### config.mk
export PLATFORM = sky130hd
export DESIGN_NAME = cbtc_capture
export DESIGN_NICKNAME = d
export VERILOG_FILES = /design/src/include/cbtc_pkg.sv /design/src/design/cbtc_data_latch.sv /design/src/design/cbtc_capture.sv
export SDC_FILE = /design/constraint.sdc
export NUM_CORES = 1
export LEC_CHECK = 0
export ABC_CLOCK_PERIOD_IN_PS = 2000
export BUFFER_PORTS_ARGS = -buffer_cell sky130_fd_sc_hd__buf_2
export CORE_MARGIN = 5
export CORE_UTILIZATION = 50
export CTS_CLUSTER_DIAMETER = 50
export CTS_CLUSTER_SIZE = 16
export DETAILED_ROUTE_END_ITERATION = 8
export PLACE_DENSITY = 0.81
export SLEW_MARGIN = 5
export SYNTH_ARGS = -nofsm -noshare
export SYNTH_HDL_FRONTEND = slang
export SYNTH_HIERARCHICAL = 1
export SYNTH_SLANG_ARGS = --single-unit
### constraint.sdc
create_clock -name ref_clk -period 2 [get_ports ref_clk]
set_input_delay 0.2 -clock ref_clk [delete_from_list [all_inputs] [get_ports ref_clk]]
set_output_delay 0.2 -clock ref_clk [all_outputs]
set_load 0.01 [all_outputs]
### src/include/cbtc_pkg.sv
// Purpose: Shared constants and types for the bus trace capture block
// Assumes: One system clock; the processor's two-phase bus states map onto clock edges
// Notes: Cycle-type field layout and pod routing widths live here
package cbtc_pkg;
  // Bus widths
  localparam int unsigned CBTC_ADDR_W = 24;
  localparam int unsigned CBTC_DATA_W = 16;
  localparam int unsigned CBTC_STAT_W = 8;
  localparam int unsigned CBTC_CTRL_W = 4;
  // Cycle-type field bit positions, low bit first
  localparam int unsigned CBTC_ST_STAT_ONE = 0;
  localparam int unsigned CBTC_ST_UBE = 1;
  localparam int unsigned CBTC_ST_BYTE_SEL = 2;
  localparam int unsigned CBTC_ST_STAT_ZERO = 3;
  localparam int unsigned CBTC_ST_MIO = 4;
  localparam int unsigned CBTC_ST_CODE_ACK = 5;
  localparam int unsigned CBTC_ST_LOCK = 6;
  localparam int unsigned CBTC_ST_HOLD_ACK = 7;
  // Timing pod five control bit positions
  localparam int unsigned CBTC_P5_STAT_ZERO = 0;
  localparam int unsigned CBTC_P5_STAT_ONE = 1;
  localparam int unsigned CBTC_P5_RDY = 2;
  localparam int unsigned CBTC_P5_RST = 3;
  // Highest supported processor input clock, in MHz
  localparam int unsigned CBTC_MAX_CLK_MHZ = 50;
  // Wait-state counter width
  localparam int unsigned CBTC_WAIT_W = 8;
  localparam logic [CBTC_WAIT_W-1:0] CBTC_WAIT_ONE = 8'h01;
  localparam logic [CBTC_WAIT_W-1:0] CBTC_WAIT_MAX = 8'hFF;
  // Sequencer states, one-hot
  typedef enum logic [3:0] {
    CBTC_IDLE = 4'h1,
    CBTC_STATUS = 4'h2,
    CBTC_COMMAND = 4'h4,
    CBTC_STROBE = 4'h8
  } cbtc_state_t;
endpackage

### src/design/cbtc_data_latch.sv
// Purpose: Two-stage data bus latch, falling edge then rising edge
// Assumes: ref_clk is the processor input clock
// Notes: Stage two is read one rising edge after it loads the closing-edge sample
`timescale 1ns/1ns
`default_nettype none
module cbtc_data_latch
  import cbtc_pkg::*;
(
  // Clock and reset
  input wire logic ref_clk,
  input wire logic rst,
  // Raw and latched data
  input wire logic [CBTC_DATA_W-1:0] data_in,
  output logic [CBTC_DATA_W-1:0] data_out
);
  logic [CBTC_DATA_W-1:0] stage_one; // Falling-edge capture
  logic [CBTC_DATA_W-1:0] next_stage_one;
  logic [CBTC_DATA_W-1:0] next_data_out;

  // Next values for both stages
  always_comb begin
    next_stage_one = data_in;
    next_data_out = stage_one;
    if (rst) begin
      next_stage_one = '0;
      next_data_out = '0;
    end
  end

  // First stage on falling edge
  always_ff @(negedge ref_clk) begin
    stage_one <= next_stage_one;
  end

  // Second stage on rising edge
  always_ff @(posedge ref_clk) begin
    data_out <= next_data_out;
  end
endmodule
`default_nettype wire

### src/design/cbtc_capture.sv
// Purpose: Bus-state capture front end presenting one sample per bus cycle
// Assumes: ref_clk is the processor input clock; inputs synchronous to it
// Notes: Bus cycle is a status phase then command phases, each two clock periods
`timescale 1ns/1ns
`default_nettype none
module cbtc_capture
  import cbtc_pkg::*;
(
  // Clock and reset
  input wire logic ref_clk,
  input wire logic rst,
  // Mode select: high for timing mode
  input wire logic timing_mode,
  // Processor bus, status lines active low
  input wire logic bus_status_zero_n,
  input wire logic bus_status_one_n,
  input wire logic ready_n,
  input wire logic cpu_reset,
  input wire logic upper_byte_enable_n,
  input wire logic mem_or_io,
  input wire logic code_or_irq_ack,
  input wire logic lock_n,
  input wire logic hold_acknowledge,
  input wire logic [CBTC_ADDR_W-1:0] cpu_address_bus,
  input wire logic [CBTC_DATA_W-1:0] cpu_data_bus,
  // State-mode sample
  output logic sample_strobe,
  output logic [CBTC_ADDR_W-1:0] sample_address,
  output logic [CBTC_STAT_W-1:0] sample_status,
  output logic [CBTC_DATA_W-1:0] pod1_data,
  output logic [CBTC_WAIT_W-1:0] sample_waits,
  // Timing-mode pods
  output logic [CBTC_DATA_W-1:0] pod4_data,
  output logic [CBTC_CTRL_W-1:0] pod5_ctrl,
  output logic [CBTC_ADDR_W-1:0] timing_address,
  output logic [CBTC_STAT_W-1:0] timing_status
);
  cbtc_state_t state; // Sequencer state
  cbtc_state_t next_state;
  logic phase; // Zero in first clock of a bus state
  logic next_phase;
  logic [1:0] start_status; // Status lines caught at cycle start
  logic [1:0] next_start_status;
  logic [CBTC_ADDR_W-1:0] addr_hold; // Address of cycle in progress
  logic [CBTC_ADDR_W-1:0] next_addr_hold;
  logic [CBTC_STAT_W-1:0] stat_hold; // Status of cycle in progress
  logic [CBTC_STAT_W-1:0] next_stat_hold;
  logic [CBTC_WAIT_W-1:0] wait_cnt; // Extra command phases so far
  logic [CBTC_WAIT_W-1:0] next_wait_cnt;
  logic [CBTC_ADDR_W-1:0] next_sample_address;
  logic [CBTC_STAT_W-1:0] next_sample_status;
  logic [CBTC_DATA_W-1:0] next_pod1_data;
  logic [CBTC_WAIT_W-1:0] next_sample_waits;
  logic strobe_q; // High in the same cycle the sample is published
  logic next_strobe_q;
  logic ready_fall; // Ready seen at the falling edge closing the state
  logic next_ready_fall;
  logic [CBTC_DATA_W-1:0] data_late; // Second-stage latch output
  logic [CBTC_STAT_W-1:0] live_status; // Cycle-type field from live pins
  logic status_active;

  // Double latch of the data bus
  cbtc_data_latch u_data_latch (
    .ref_clk(ref_clk),
    .rst(rst),
    .data_in(cpu_data_bus),
    .data_out(data_late)
  );

  // Cycle-type field assembly, fixed bit order
  always_comb begin
    live_status = '0;
    live_status[CBTC_ST_STAT_ONE] = bus_status_one_n;
    live_status[CBTC_ST_UBE] = upper_byte_enable_n;
    live_status[CBTC_ST_BYTE_SEL] = cpu_address_bus[0];
    live_status[CBTC_ST_STAT_ZERO] = bus_status_zero_n;
    live_status[CBTC_ST_MIO] = mem_or_io;
    live_status[CBTC_ST_CODE_ACK] = code_or_irq_ack;
    live_status[CBTC_ST_LOCK] = lock_n;
    live_status[CBTC_ST_HOLD_ACK] = hold_acknowledge;
  end

  // Either status line low starts a cycle; no cycle-type filter
  assign status_active = !bus_status_zero_n || !bus_status_one_n;

  // Ready sampled on the falling edge that ends the state
  always_comb begin
    next_ready_fall = !ready_n;
    if (rst) begin
      next_ready_fall = 1'b0;
    end
  end

  // Falling-edge sampler for ready
  always_ff @(negedge ref_clk) begin
    ready_fall <= next_ready_fall;
  end

  // Sequencer next-state and capture logic
  always_comb begin
    next_state = state;
    next_phase = ~phase;
    next_start_status = start_status;
    next_addr_hold = addr_hold;
    next_stat_hold = stat_hold;
    next_wait_cnt = wait_cnt;
    next_sample_address = sample_address;
    next_sample_status = sample_status;
    next_pod1_data = pod1_data;
    next_sample_waits = sample_waits;
    next_strobe_q = 1'b0;
    unique case (state)
      CBTC_IDLE: begin
        next_phase = 1'b0;
        if (status_active) begin
          // Catch both status values at the start
          next_start_status = {bus_status_one_n, bus_status_zero_n};
          next_state = CBTC_STATUS;
          next_phase = 1'b1;
        end
      end
      CBTC_STATUS: begin
        if (phase) begin
          // End of status phase: latch address and status
          next_addr_hold = cpu_address_bus;
          next_stat_hold = live_status;
          next_stat_hold[CBTC_ST_STAT_ONE] = start_status[1];
          next_stat_hold[CBTC_ST_STAT_ZERO] = start_status[0];
          next_wait_cnt = '0;
          next_state = CBTC_COMMAND;
        end
      end
      CBTC_COMMAND: begin
        if (phase) begin
          if (ready_fall) begin
            // Ready found: close cycle, strobe next state
            next_state = CBTC_STROBE;
          end else if (wait_cnt != CBTC_WAIT_MAX) begin
            // One more command phase is one wait state
            next_wait_cnt = wait_cnt + CBTC_WAIT_ONE;
          end
        end
      end
      CBTC_STROBE: begin
        // Stage two now holds data from the closing falling edge
        next_sample_address = addr_hold;
        next_sample_status = stat_hold;
        next_pod1_data = data_late;
        next_sample_waits = wait_cnt;
        // Strobe stands in the same cycle as the newly published sample
        next_strobe_q = 1'b1;
        // Then back to idle or a pipelined start
        next_phase = 1'b0;
        next_state = CBTC_IDLE;
        if (status_active) begin
          next_start_status = {bus_status_one_n, bus_status_zero_n};
          next_state = CBTC_STATUS;
          next_phase = 1'b1;
        end
      end
      default: begin
        next_state = CBTC_IDLE;
        next_phase = 1'b0;
      end
    endcase
    // Processor reset or timing mode abandons tracking
    if (rst || cpu_reset || timing_mode) begin
      next_state = CBTC_IDLE;
      next_phase = 1'b0;
      next_wait_cnt = '0;
      // An abandoned cycle publishes nothing
      next_strobe_q = 1'b0;
      next_sample_address = sample_address;
      next_sample_status = sample_status;
      next_pod1_data = pod1_data;
      next_sample_waits = sample_waits;
    end
    if (rst) begin
      next_start_status = '0;
      next_addr_hold = '0;
      next_stat_hold = '0;
      next_sample_address = '0;
      next_sample_status = '0;
      next_pod1_data = '0;
      next_sample_waits = '0;
    end
  end

  // Sequencer registers; purely synchronous design meets the clock limit
  always_ff @(posedge ref_clk) begin
    state <= next_state;
    phase <= next_phase;
    start_status <= next_start_status;
    addr_hold <= next_addr_hold;
    stat_hold <= next_stat_hold;
    wait_cnt <= next_wait_cnt;
    strobe_q <= next_strobe_q;
    sample_address <= next_sample_address;
    sample_status <= next_sample_status;
    pod1_data <= next_pod1_data;
    sample_waits <= next_sample_waits;
  end

  // Composite strobe, never the raw clock; suppressed in reset
  assign sample_strobe = strobe_q && !cpu_reset && !timing_mode;

  // Timing mode: straight pass-through so relative timing holds
  always_comb begin
    pod4_data = '0;
    pod5_ctrl = '0;
    timing_address = '0;
    timing_status = '0;
    if (timing_mode) begin
      pod4_data = cpu_data_bus;
      pod5_ctrl[CBTC_P5_STAT_ZERO] = bus_status_zero_n;
      pod5_ctrl[CBTC_P5_STAT_ONE] = bus_status_one_n;
      pod5_ctrl[CBTC_P5_RDY] = ready_n;
      pod5_ctrl[CBTC_P5_RST] = cpu_reset;
      timing_address = cpu_address_bus;
      timing_status = live_status;
    end
  end
  // In state mode pods four and five stay zero; pod one holds data
endmodule
`default_nettype wire

==> impl_metrics.json <==
{
  "status": "finished with violations",
  "violations": "negative setup slack",
  "core_um2": 10200,
  "clk_pin_slew_worst_paths_ns": 0.06,
  "power.total_uw": 6450,
  "yosysSeqAreaShare_pct": 52.5,
  "drc_errors": 0,
  "drive_gt1_share_pct": 27.0,
  "cp_max_fo": 4,
  "vias": 4894,
  "drt_wl_total_um": 13700,
  "die_y_um": 111,
  "clock_skew_ns": 0.0244,
  "p_clk_share_pct": 52.1,
  "ant_nets": 0,
  "required_ns": 2.44,
  "rsz0062_at_grt": "true",
  "irDropWorstVdd_mv": 0.588,
  "grt_overflow": 0,
  "final_util_pct": 69.0,
  "clock_latency_ns": 0.51,
  "slew_headroom_pct": 65.6,
  "hp-class": "input port to flop",
  "drt_first_pass_iters": 5,
  "worst_pin_slew_ns": 0.515,
  "syn-num-nets": 666,
  "seq_power_share_pct": 42.6,
  "setup_ws_ns": -0.281,
  "initial_core_util_pct": 50.5,
  "setup_viol": 8,
  "cts-root-buf": "clkbuf_8",
  "htreeDepth": 4,
  "grt_max_degree": 47,
  "grt_pass1_vias": 4963,
  "intPower_uw": 4990,
  "cts_buffers": 17,
  "area_delta_synth_final_pct": 36.6,
  "fin_cells": 955,
  "cts_tree": "done",
  "synth_cell_type_count": 45,
  "combPwrFrac_pct": 5.3,
  "switchingPower_uw": 1460,
  "track_usage_pct": 22.3,
  "antenna_found_initial": 0,
  "drt_iter0_markers": 361,
  "ys_seq_elements": 135,
  "io_pins": 161,
  "synth_warnings": 6,
  "routed_via_density": 5.12,
  "critPathCaptureType": "flop",
  "grt_first_pass_wirelength_um": 23100,
  "dp_cells": 879,
  "swShare_pct": 22.6,
  "cts_sinks": 135,
  "leakagePower_uw": 0.00299,
  "syn_area_per_cell_um2": 8.40,
  "synth_cells": 613,
  "syn_area_um2": 5150,
  "final_nets": 859,
  "placementRows": 37,
  "maxCapViolations": 0,
  "pre_cts_ws_ns": -0.339,
  "cts.path.max_buffers": 2,
  "die_area_um2": 12400,
  "power_density_nw_per_um2": 917,
  "ys.flop_type": "dfxtp_1",
  "hold_ws_ns": 0.0420,
  "gp_congestion": 0.819,
  "io_buffers": 160,
  "finalHoldViolations": 0,
  "critPathArrivalTime_ns": 2.72,
  "ys_async_sr_fraction_pct": 0,
  "hpwlAfterDp_um": 8700,
  "die_w_um": 111,
  "insertedDiodeCount": 0,
  "critPathLaunchType": "flop",
  "routedWlPerCell_um": 14.4,
  "synth_edf_count": 0,
  "slew_violations": 0,
  "criticalPathCategory": "flop to flop"
}
-- synth_stat cells, drive strengths merged (3+ instances only) --
cell type | count | share of area (%)
buf | 27 | 3.7
inv | 6 | 0.44
a22oi | 3 | 0.44
a21oi | 94 | 9.1
o31ai | 3 | 0.44
nor3 | 10 | 1.2
nand2 | 181 | 13
nor4 | 3 | 0.36
a31oi | 3 | 0.36
and2 | 51 | 6.2
clkbuf | 19 | 1.4
nand3 | 4 | 0.39
nor3b | 3 | 0.75
nor2 | 7 | 0.51
nor2b | 34 | 4.1
dfxtp | 135 | 53
-- repair_timing --
| item | in CTS | in global routing |
|---|---|---|
| gates cloned | 0 | 0 |
| setup endpoints to repair | 8 | 8 |
| endpoints found under the hold margin | 29 | 0 |
| gates resized for setup | 0 | 6 |
| pin swaps | 2 | 4 |
| setup buffers | 0 | 0 |
| hold buffers | 29 | 0 |
-- state kept, by name, summed over array words and instances, names as in the netlist, 2 cells and up --
register / flops
addr_hold: 24
pod1_data: 16
sample_address: 24
sample_status: 7
sample_waits: 8
start_status: 2
stat_hold: 7
state: 4
u_data_latch/data_out: 16
u_data_latch/stage_one: 16
wait_cnt: 8
-- metrics by stage --
step,cell area [um2],TNS (ns)
2_1_floorplan,5150,-0.986
3_3_place_gp,6010,-1.75
3_5_place_dp,6010,-2.08
4_1_cts,7000,-1.75
5_1_grt,7030,-2.26
6_report,7030,-1.50
-- layout by cell type (no fill, tap or decap), types with 7 or more instances in the layout --
| master | n |
|---|---|
| nor2b_1 | 34 |
| dfxtp_1 | 134 |
| buf_2 | 159 |
| inv_1 | 20 |
| nor3_1 | 9 |
| and2_1 | 51 |
| a21oi_1 | 94 |
| dlygate4sd3_1 | 29 |
| nor2_1 | 7 |
| buf_4 | 15 |
| nand2_1 | 181 |
| clkbuf_16 | 22 |
-- routing by layer --
layer / vias up / part of all wire, % / track usage (%)
li1: 2387 / - / -
met4: 0 / 3.3 / 10.9
met3: 39 / 6.5 / 6.47
met5: - / 0 / 0
met2: 205 / 51 / 37.5
met1: 2263 / 40 / 26.3
-- worst max-delay path, stage by stage (launching register included) --
cell and delay [ns]:
dfxtp_2 0.31, nor3b_2 0.20, o21ai_2 0.11, or4_1 0.49, a21oi_1 0.13
-- power groups by stage --
| stage | sequential (uW) | combinational [uW] | clock (uW) |
|---|---|---|---|
| 6_report | 2740 | 343 | 3360 |
| 5_1_grt | 2740 | 377 | 3600 |
| 4_1_cts | 2740 | 340 | 3410 |
| 3_5_place_dp | 2800 | 293 | 58.4 |
| 3_3_place_gp | 2800 | 286 | 58.4 |
| 2_1_floorplan | 2790 | 164 | 58.4 |
-- area by class of cell --
cell class,count,area (um2)
fillers,763,3160
flip-flops and latches,135,2700
multi-input cells,426,2190
repair buffers,205,1240
clock buffers,24,568
well taps,136,170
clock inverters,25,139
inverters,4,15.0
-- cell families after synthesis --
kind of cell,synth area share (%)
adders and majority gates,0.243
DFF,52.5
buffers and inverters,5.57
and+or+nand+nor,28.9
xor gates and xnor gates,0.170
muxes,0.195
AOI/OAI and AO/OA,12.4
-- final timing paths --
| check | from | to | slack (ns) | cells past startpoint |
|---|---|---|---|---|
| worst max register to register | ready_fall | wait_cnt[5] | -0.28 | 4 |
| worst min-delay path | bus_status_zero_n | start_status[0] | 0.04 | 3 |
| worst min register to register | u_data_latch/data_out[10] | pod1_data[10] | 0.43 | 2 |
| worst max-delay path | ready_fall | wait_cnt[5] | -0.28 | 4 |
Note: power is estimated with default switching activity, not from simulation.
